### config.mk
export PLATFORM = sky130hd
export DESIGN_NAME = crtv_timing
export DESIGN_NICKNAME = d
export VERILOG_FILES = /design/src/crtv_pkg.sv /design/src/crtv_timing.sv
export SDC_FILE = /design/constraint.sdc
export NUM_CORES = 1
export LEC_CHECK = 0
export BUFFER_PORTS_ARGS = -buffer_cell sky130_fd_sc_hd__buf_4
export CAP_MARGIN = 15
export CORE_MARGIN = 5
export CORE_UTILIZATION = 39
export CTS_CLUSTER_DIAMETER = 40
export DETAILED_ROUTE_END_ITERATION = 7
export GPL_TIMING_DRIVEN = 1
export PLACE_DENSITY = 0.68
export SLEW_MARGIN = 15
export SYNTH_ARGS = -nofsm -noshare
export SYNTH_HDL_FRONTEND = slang
export SYNTH_SLANG_ARGS = --single-unit
### constraint.sdc
create_clock -name ref_clk -period 2.8 [get_ports ref_clk]
set_input_delay 0.14 -clock ref_clk [delete_from_list [all_inputs] [get_ports ref_clk]]
set_output_delay 0.14 -clock ref_clk [all_outputs]
set_load 0.005 [all_outputs]
### src/crtv_pkg.sv
package crtv_pkg;
    // host port selects
    localparam logic [1:0] SEL_INDEX = 2'h0;
    localparam logic [1:0] SEL_DATA = 2'h1;
    localparam logic [1:0] SEL_STATUS = 2'h2;

    // register indices held by this block
    localparam logic [4:0] IDX_VTOTAL = 5'h06;
    localparam logic [4:0] IDX_VERT_HIGH = 5'h07;
    localparam logic [4:0] IDX_ROW_PRESET = 5'h08;
    localparam logic [4:0] IDX_ROW_HEIGHT = 5'h09;
    localparam logic [4:0] IDX_CURSOR_TOP = 5'h0a;
    localparam logic [4:0] IDX_CURSOR_BOTTOM = 5'h0b;
    localparam logic [4:0] IDX_ORIGIN_HIGH = 5'h0c;
    localparam logic [4:0] IDX_ORIGIN_LOW = 5'h0d;
    localparam logic [4:0] IDX_CURSOR_POS_HIGH = 5'h0e;
    localparam logic [4:0] IDX_CURSOR_POS_LOW = 5'h0f;
    localparam logic [4:0] IDX_VSYNC_BEGIN = 5'h10;
    localparam logic [4:0] IDX_VSYNC_END_IRQ = 5'h11;
    localparam logic [4:0] IDX_VISIBLE_END = 5'h12;
    localparam logic [4:0] IDX_ROW_PITCH = 5'h13;
    localparam logic [4:0] IDX_PROTECT_LAST = 5'h07;
    localparam int NUM_REGS = 14;

    // vertical_high_bits field positions
    localparam int VH_VTOTAL8 = 0;
    localparam int VH_VDE8 = 1;
    localparam int VH_VRS8 = 2;
    localparam int VH_VBS8 = 3;
    localparam int VH_LC8 = 4;
    localparam int VH_VTOTAL9 = 5;
    localparam int VH_VDE9 = 6;
    localparam int VH_VRS9 = 7;
    // row_scan_preset / row_height_control
    localparam int RP_PAN_LSB = 5;
    localparam int RH_DOUBLE = 7;
    localparam int RH_LC9 = 6;
    localparam int RH_VBS9 = 5;
    // cursor_top / cursor_bottom
    localparam int CT_OFF = 5;
    localparam int CB_SKEW_LSB = 5;
    // vsync_end_and_irq
    localparam int VE_PROTECT = 7;
    localparam int VE_REFRESH5 = 6;
    localparam int VE_IRQ_EN_N = 5;
    localparam int VE_CLEAR_N = 4;
    // status register
    localparam int ST_IRQ = 7;

    localparam logic [7:0] REG_RESET = 8'h00;
    localparam logic [2:0] REFRESH_FIVE = 3'h5;
    localparam logic [2:0] REFRESH_THREE = 3'h3;

    typedef struct packed {
        logic [NUM_REGS-1:0][7:0] regs;
        logic [4:0] index;
        logic [7:0] rdata;
        logic [9:0] vcount;
        logic [4:0] row_scan;
        logic dbl_phase;
        logic [15:0] row_addr;
        logic [15:0] ma;
        logic [15:0] origin_latch;
        logic vretrace;
        logic vde;
        logic irq_pend;
        logic irq_line;
        logic [2:0] cursor_pipe;
        logic cursor;
    } crtv_state_t;
endpackage : crtv_pkg

### src/crtv_timing.sv
// Functional notes
// - vertical_high_bits supply high timing bits
// - preset row scan starts first row
// - row scan wraps to zero, not preset
// - byte panning bits extend pel panning
// - origin latched at vertical retrace start
// - double scan halves row scan clock
// - maximum scan line sets row wrap
// - row height holds compare/blank bit 9
// - cursor-off bit suppresses cursor
// - start above end shows no cursor
// - cursor skew delays 0 to 3 chars
// - 16-bit origin from two bytes
// - 16-bit cursor position from two bytes
// - retrace start in lines, high bits overflow
// - protect blocks writes 00-07 except LC8
// - refresh select five or three, reset clear
// - active-low irq enable, shared line, status
// - flip-flop set at display end, held clear
// - retrace ends on low four bits match
// - 10-bit display end line value
// - next row adds pitch times 2 or 4
// - vertical total is lines minus two
`timescale 1ns/10ps
`default_nettype none
module crtv_timing (
    input wire logic ref_clk,
    input wire logic resetn,
    input wire logic [1:0] host_sel,
    input wire logic host_wr,
    input wire logic host_rd,
    input wire logic [7:0] host_wdata,
    output logic [7:0] host_rdata,
    input wire logic char_clk_en,
    input wire logic line_pulse,
    input wire logic h_display,
    input wire logic dword_mode,
    output logic [15:0] mem_addr,
    output logic [4:0] row_scan,
    output logic [1:0] byte_pan,
    output logic cursor_out,
    output logic vretrace_out,
    output logic vdisplay_out,
    output logic shared_host_irq_line,
    output logic [2:0] refresh_cycles,
    output logic [9:0] vtotal_value,
    output logic [9:0] vdisplay_end_value,
    output logic [9:0] vsync_start_value,
    output logic [1:0] vblank_start_high,
    output logic [1:0] line_compare_high
);
    crtv_pkg::crtv_state_t s_ff;
    crtv_pkg::crtv_state_t nxt_s;

    logic [7:0] r_vt;
    logic [7:0] r_vh;
    logic [7:0] r_rp;
    logic [7:0] r_rh;
    logic [7:0] r_ct;
    logic [7:0] r_cb;
    logic [7:0] r_ve;
    logic [15:0] origin;
    logic [15:0] cursor_pos;
    logic [15:0] pitch_step;
    logic [9:0] vtotal;
    logic [9:0] vde_end;
    logic [9:0] vrs;
    logic [4:0] max_scan;
    logic [4:0] wr_slot;
    logic in_range;
    logic frame_wrap;
    logic row_tick;
    logic cursor_hit;
    logic [3:0] cursor_taps;

    assign r_vt = s_ff.regs[crtv_pkg::IDX_VTOTAL - crtv_pkg::IDX_VTOTAL];
    assign r_vh = s_ff.regs[crtv_pkg::IDX_VERT_HIGH - crtv_pkg::IDX_VTOTAL];
    assign r_rp = s_ff.regs[crtv_pkg::IDX_ROW_PRESET - crtv_pkg::IDX_VTOTAL];
    assign r_rh = s_ff.regs[crtv_pkg::IDX_ROW_HEIGHT - crtv_pkg::IDX_VTOTAL];
    assign r_ct = s_ff.regs[crtv_pkg::IDX_CURSOR_TOP - crtv_pkg::IDX_VTOTAL];
    assign r_cb = s_ff.regs[crtv_pkg::IDX_CURSOR_BOTTOM - crtv_pkg::IDX_VTOTAL];
    assign r_ve = s_ff.regs[crtv_pkg::IDX_VSYNC_END_IRQ - crtv_pkg::IDX_VTOTAL];
    assign origin = {s_ff.regs[crtv_pkg::IDX_ORIGIN_HIGH - crtv_pkg::IDX_VTOTAL],
        s_ff.regs[crtv_pkg::IDX_ORIGIN_LOW - crtv_pkg::IDX_VTOTAL]};
    assign cursor_pos = {
        s_ff.regs[crtv_pkg::IDX_CURSOR_POS_HIGH - crtv_pkg::IDX_VTOTAL],
        s_ff.regs[crtv_pkg::IDX_CURSOR_POS_LOW - crtv_pkg::IDX_VTOTAL]};
    assign vtotal = {r_vh[crtv_pkg::VH_VTOTAL9], r_vh[crtv_pkg::VH_VTOTAL8], r_vt};
    assign vde_end = {r_vh[crtv_pkg::VH_VDE9], r_vh[crtv_pkg::VH_VDE8],
        s_ff.regs[crtv_pkg::IDX_VISIBLE_END - crtv_pkg::IDX_VTOTAL]};
    assign vrs = {r_vh[crtv_pkg::VH_VRS9], r_vh[crtv_pkg::VH_VRS8],
        s_ff.regs[crtv_pkg::IDX_VSYNC_BEGIN - crtv_pkg::IDX_VTOTAL]};
    assign max_scan = r_rh[4:0];
    assign pitch_step = dword_mode ?
        {6'h00, s_ff.regs[crtv_pkg::IDX_ROW_PITCH - crtv_pkg::IDX_VTOTAL], 2'h0} :
        {7'h00, s_ff.regs[crtv_pkg::IDX_ROW_PITCH - crtv_pkg::IDX_VTOTAL], 1'h0};

    assign wr_slot = s_ff.index - crtv_pkg::IDX_VTOTAL;
    assign in_range = (s_ff.index >= crtv_pkg::IDX_VTOTAL) &&
        (s_ff.index <= crtv_pkg::IDX_ROW_PITCH);
    // lines per frame is total plus two
    assign frame_wrap = line_pulse && (s_ff.vcount == vtotal + 10'h001);
    assign row_tick = line_pulse &&
        (!r_rh[crtv_pkg::RH_DOUBLE] || s_ff.dbl_phase);

    assign cursor_hit = !r_ct[crtv_pkg::CT_OFF] &&
        (r_ct[4:0] <= r_cb[4:0]) &&
        (s_ff.row_scan >= r_ct[4:0]) && (s_ff.row_scan <= r_cb[4:0]) &&
        (s_ff.ma == cursor_pos) && s_ff.vde && h_display;
    assign cursor_taps = {s_ff.cursor_pipe, cursor_hit};

    always_comb begin
        nxt_s = s_ff;
        nxt_s.rdata = s_ff.rdata;
        // host port: index, data and status selects
        if (host_wr && host_sel == crtv_pkg::SEL_INDEX) begin
            nxt_s.index = host_wdata[4:0];
        end
        if (host_wr && host_sel == crtv_pkg::SEL_DATA && in_range) begin
            if (r_ve[crtv_pkg::VE_PROTECT] &&
                s_ff.index <= crtv_pkg::IDX_PROTECT_LAST) begin
                if (s_ff.index == crtv_pkg::IDX_VERT_HIGH) begin
                    nxt_s.regs[wr_slot[3:0]][crtv_pkg::VH_LC8] =
                        host_wdata[crtv_pkg::VH_LC8];
                end
            end else begin
                nxt_s.regs[wr_slot[3:0]] = host_wdata;
            end
        end
        if (host_rd) begin
            case (host_sel)
                crtv_pkg::SEL_INDEX: nxt_s.rdata = {3'h0, s_ff.index};
                crtv_pkg::SEL_DATA: begin
                    nxt_s.rdata = in_range ? s_ff.regs[wr_slot[3:0]] : 8'h00;
                end
                crtv_pkg::SEL_STATUS: begin
                    nxt_s.rdata = 8'h00;
                    nxt_s.rdata[crtv_pkg::ST_IRQ] = s_ff.irq_pend;
                end
                default: nxt_s.rdata = 8'h00;
            endcase
        end

        // refresh address counter runs along the line
        if (char_clk_en && h_display) begin
            nxt_s.ma = s_ff.ma + 16'h0001;
        end

        if (line_pulse) begin
            nxt_s.vcount = s_ff.vcount + 10'h001;
            nxt_s.dbl_phase = !s_ff.dbl_phase;
            nxt_s.ma = s_ff.row_addr;
            if (row_tick) begin
                if (s_ff.row_scan == max_scan) begin
                    nxt_s.row_scan = 5'h00;
                    nxt_s.row_addr = s_ff.row_addr + pitch_step;
                    nxt_s.ma = s_ff.row_addr + pitch_step;
                end else begin
                    nxt_s.row_scan = s_ff.row_scan + 5'h01;
                end
            end
            if (s_ff.vcount == vrs) begin
                nxt_s.vretrace = 1'b1;
                nxt_s.origin_latch = origin;
            end
            // retrace end on low four bits
            if (s_ff.vretrace && s_ff.vcount[3:0] == r_ve[3:0]) begin
                nxt_s.vretrace = 1'b0;
            end
            if (s_ff.vcount == vde_end) begin
                nxt_s.vde = 1'b0;
                // set at end of active display
                nxt_s.irq_pend = 1'b1;
            end
            if (frame_wrap) begin
                nxt_s.vcount = 10'h000;
                nxt_s.vde = 1'b1;
                nxt_s.dbl_phase = 1'b0;
                // preset row scan for first row
                nxt_s.row_scan = r_rp[4:0];
                nxt_s.row_addr = s_ff.origin_latch;
                nxt_s.ma = s_ff.origin_latch;
            end
        end

        // clear bit low holds flip-flop cleared
        if (!r_ve[crtv_pkg::VE_CLEAR_N]) begin
            nxt_s.irq_pend = 1'b0;
        end
        nxt_s.irq_line = nxt_s.irq_pend && !r_ve[crtv_pkg::VE_IRQ_EN_N];

        if (char_clk_en) begin
            nxt_s.cursor_pipe = cursor_taps[2:0];
            nxt_s.cursor = cursor_taps[r_cb[6:5]];
        end
    end

    always_ff @(posedge ref_clk or negedge resetn) begin
        if (!resetn) begin
            s_ff <= '0;
        end else begin
            s_ff <= nxt_s;
        end
    end

    assign host_rdata = s_ff.rdata;
    assign mem_addr = s_ff.ma;
    assign row_scan = s_ff.row_scan;
    // byte panning extension out to shifter
    assign byte_pan = r_rp[6:5];
    assign cursor_out = s_ff.cursor;
    assign vretrace_out = s_ff.vretrace;
    assign vdisplay_out = s_ff.vde;
    assign shared_host_irq_line = s_ff.irq_line;
    assign refresh_cycles = r_ve[crtv_pkg::VE_REFRESH5] ?
        crtv_pkg::REFRESH_FIVE : crtv_pkg::REFRESH_THREE;
    assign vtotal_value = vtotal;
    assign vdisplay_end_value = vde_end;
    assign vsync_start_value = vrs;
    // bits 9 and 8 of blank start and compare
    assign vblank_start_high = {r_rh[crtv_pkg::RH_VBS9],
        r_vh[crtv_pkg::VH_VBS8]};
    assign line_compare_high = {r_rh[crtv_pkg::RH_LC9],
        r_vh[crtv_pkg::VH_LC8]};
endmodule : crtv_timing
`default_nettype wire

==> results.toml <==
[run_status]
status = "finished clean"

[worst_setup_path]
cp-end-kind = "flip-flop"
critPathBufInv = 1
reg2reg_from = "s_ff[82]$_DFFE_PN0P_"
start_kind = "flip-flop"
cp_cell_sequence = "inv_1 -> ha_1 -> and3b_1 -> o31ai_1 -> and4b_1 -> nand4_1 -> or3_1 -> mux2_2"
cp_slowest_cell = "or3_1"
cp-startpoint = "s_ff[82]$_DFFE_PN0P_"
worstPathArrival_ns = 3.06
worst-endpoint-required_ns = 3.13
slowest_delay_ns = 0.62
crit_type = "reg -> reg"
crit_fanout = 8
critical_path.top_delay_family = "simple AND/OR/NAND/NOR gates"

[drt]
drcViolationCount = 0
drt_wl_total_um = 32500
drtIter0Drc = 550
firstDrtPassIters = 6
wl_per_cell_um = 22.3
vias = 8177
met1_length_um = 13700
viasPerCell = 5.61
ant_nets = 0
route.met3.wl_um = 2320
highest_layer = "met5"
dr_wl_met2_um = 15500

[floorplan]
rows = 62
die_w_um = 182
start_util_pct = 39.8
die_h_um = 182
die_area_um2 = 33000
io_pins = 90
core-area_um2 = 28900

[synth]
synthCells = 1041
synth_ff_type = "dfrtp_1"
synthesis.area_um2 = 11500
synth_warnings = 0
netlist.area_leader.share_pct = 42.9
synth_area_per_cell_um2 = 11.0
synth_edf_count = 0
async_flop_share_pct = 100
seq_area_frac_synth_pct = 42.9
ys_types = 64
synth.area.top_cells = "dfrtp_1 (43%), mux2_2 (13%), mux4_2 (4.9%)"
yosys.area.top_type = "dfrtp_1"
ys_ff_latch = 197
synthesis.nets = 1090

[layout]
n_fill_cell = 2708
final_common_cell = "dfrtp_1"
syn_to_final_growth_pct = 11.4
drive_above_1_share_pct = 31.2
stdcell_count = 1458
final_cell_mix = "dfrtp_1 (196), mux2_2 (128), buf_4 (119)"
nNetsFinal = 1110
seq_area_um2 = 4930
multiInputGateArea_um2 = 5720
num_antenna_cells = 0

[global_routing]
grt_pass1_wl_um = 50600
antenna_found_initial = 1
overflow = 0
grt_max_degree = 95
track_usage_pct = 19.8
grt_pass1_vias = 8266

[sta]
setup_viol = 0
hold_viol = 0
rsz0062_at_grt = "false"
final.setup.tns_ns = 0
max_freq_ghz = 0.365
clock_skew_ns = 0.0130
finalCritPeriodShare_pct = 97.8
fin_crit_ns = 2.74
relSlewSlack_pct = 50.5
holdWs_ns = 0.0416
final_max_slew_viol_count = 0
tightest_slew_ns = 0.737

[clock_network]
cts_tree = "done"
clock_path_buffers = 2
htree_num_levels = 4
path_clk_slew_ns = 0.07
cts.sink_count = 197
clkLatencyLatePin_ns = 0.44
cts-root-buf = "clkbuf_16"
numCtsBuffers = 17

[pwr]
total_power_mw = 11.0
irDropWorstVdd_uv = 432
intPower_mw = 6.93
power_frac_seq_pct = 41.9
sw_frac_of_total_pct = 37.1
combPwrFrac_pct = 35.8
power.density_nw_per_um2 = 861
switchingPower_mw = 4.09
p_leak_nw = 5.95
clock_power_share_pct = 22.3

[hold_path]
hold_path_class = "in -> reg"
hp-start = "line_pulse"

[place]
dp_cells = 1424
portBuffers = 88
routabilityCongestion = 0.922
hpwl_um = 24000

[flow_run]
cap_violations = 0
[metal layers]
metal,GRT usage [%],vias to the layer above
met1,25.9,4138
met5,0,-
met3,5.58,68
met2,32.0,287
li1,-,3682
met4,6.27,2
[worst register-to-register path, cell delays in order (launching register included)]
cell	delay [ns]
dfrtp_1	0.40
inv_1	0.08
ha_1	0.17
and3b_1	0.17
o31ai_1	0.17
and4b_1	0.33
nand4_1	0.33
or3_1	0.62
mux2_2	0.35
[registers in the layout, indices dropped and copies added (netlist names), named ones only]
name,count
cursor_out,1
cursor_pos,14
cursor_taps,3
host_rdata,8
mem_addr,16
origin,14
r_cb,7
r_ct,7
r_rh,7
r_rp,7
r_ve,7
r_vh,7
r_vt,7
row_scan,5
s_ff,56
shared_host_irq_line,1
vdisplay_end_value,7
vdisplay_out,1
vretrace_out,1
vsync_start_value,7
[worst paths after layout]
kind                                                  to  slack (ns)  cells after the start
worst min register to register  vretrace_out$_DFFE_PN0P_        0.48                      1
worst max-delay path                 r_ct[0]$_DFFE_PN0P_        0.06                      8
min in group asynchronous        row_scan[0]$_DFFE_PN0P_        0.19                      2
max in group asynchronous        mem_addr[4]$_DFFE_PN0P_        1.77                      3
worst min-delay path                s_ff[62]$_DFFE_PN0P_        0.04                      2
worst max register to register       r_ct[0]$_DFFE_PN0P_        0.06                      8
[metrics by stage]
stage | setup WS, ns | instance area [um^2] | utilization (%)
after global routing | 0.00271 | 12800 | 44.3
after CTS | 0.0933 | 12800 | 44.3
after detailed placement | 0.116 | 12200 | 42.2
final | 0.0626 | 12800 | 44.3
after global placement | 0.148 | 12200 | 42.2
after floorplan | 0.243 | 11500 | -
[Yosys cell counts, types with 4 or more instances]
library cell / n
dfrtp_1: 197
mux2_2: 128
nand2_1: 70
buf_4: 69
nor2_1: 67
xnor2_1: 57
a21oi_1: 39
clkbuf_1: 36
xor2_1: 34
ha_1: 30
mux4_2: 25
o21ai_0: 25
inv_1: 24
nand3_1: 19
a31oi_1: 17
buf_2: 16
mux2_1: 16
nand4_1: 15
mux2i_1: 13
nor3_1: 11
nor2b_1: 10
a221oi_1: 8
and3_1: 8
o22ai_1: 8
a22oi_1: 7
a211oi_1: 6
nand2b_1: 6
nor4_1: 6
o31ai_1: 6
or3_1: 6
nor2_2: 5
o21a_1: 5
a21o_1: 4
and2_1: 4
nand4b_1: 4
[final cells by class]
class	count	area share, %
Clock buffer	19	3.46
Clock inverter	13	1.10
Inverter	24	0.704
Multi-Input combinational cell	696	44.7
Sequential cell	197	38.5
Tap cell	384	3.76
Timing Repair Buffer	125	7.72
[power groups by stage]
stage | logic (mW) | registers, mW | clock network, mW
2_1_floorplan | 3.09 | 4.15 | 0
3_3_place_gp | 3.85 | 4.62 | 0
3_5_place_dp | 3.93 | 4.64 | 0
4_1_cts | 3.95 | 4.59 | 2.49
5_1_grt | 4.36 | 4.69 | 2.62
6_report | 3.94 | 4.61 | 2.46
[what timing repair did]
action,CTS,global route
buffers inserted,0,0
hold endpoints to repair,50,0
gates resized for setup,0,3
hold buffers,2,0
setup endpoints to repair,0,13
[cells by family (layout without fill, tap and decap cells)]
family	count (synthesis)	in the layout	synth area share, %
DFF	197	197	42.9
adders and majority gates	31	31	3.44
other	1	1	0.0327
AOI/OAI and AO/OA	140	140	7.83
muxes	185	185	20.5
xor gates and xnor gates	91	91	6.94
and+or+nand+nor	248	248	10.8
buffers and inverters	148	181	7.46
Power figures use the tool's default switching activity.
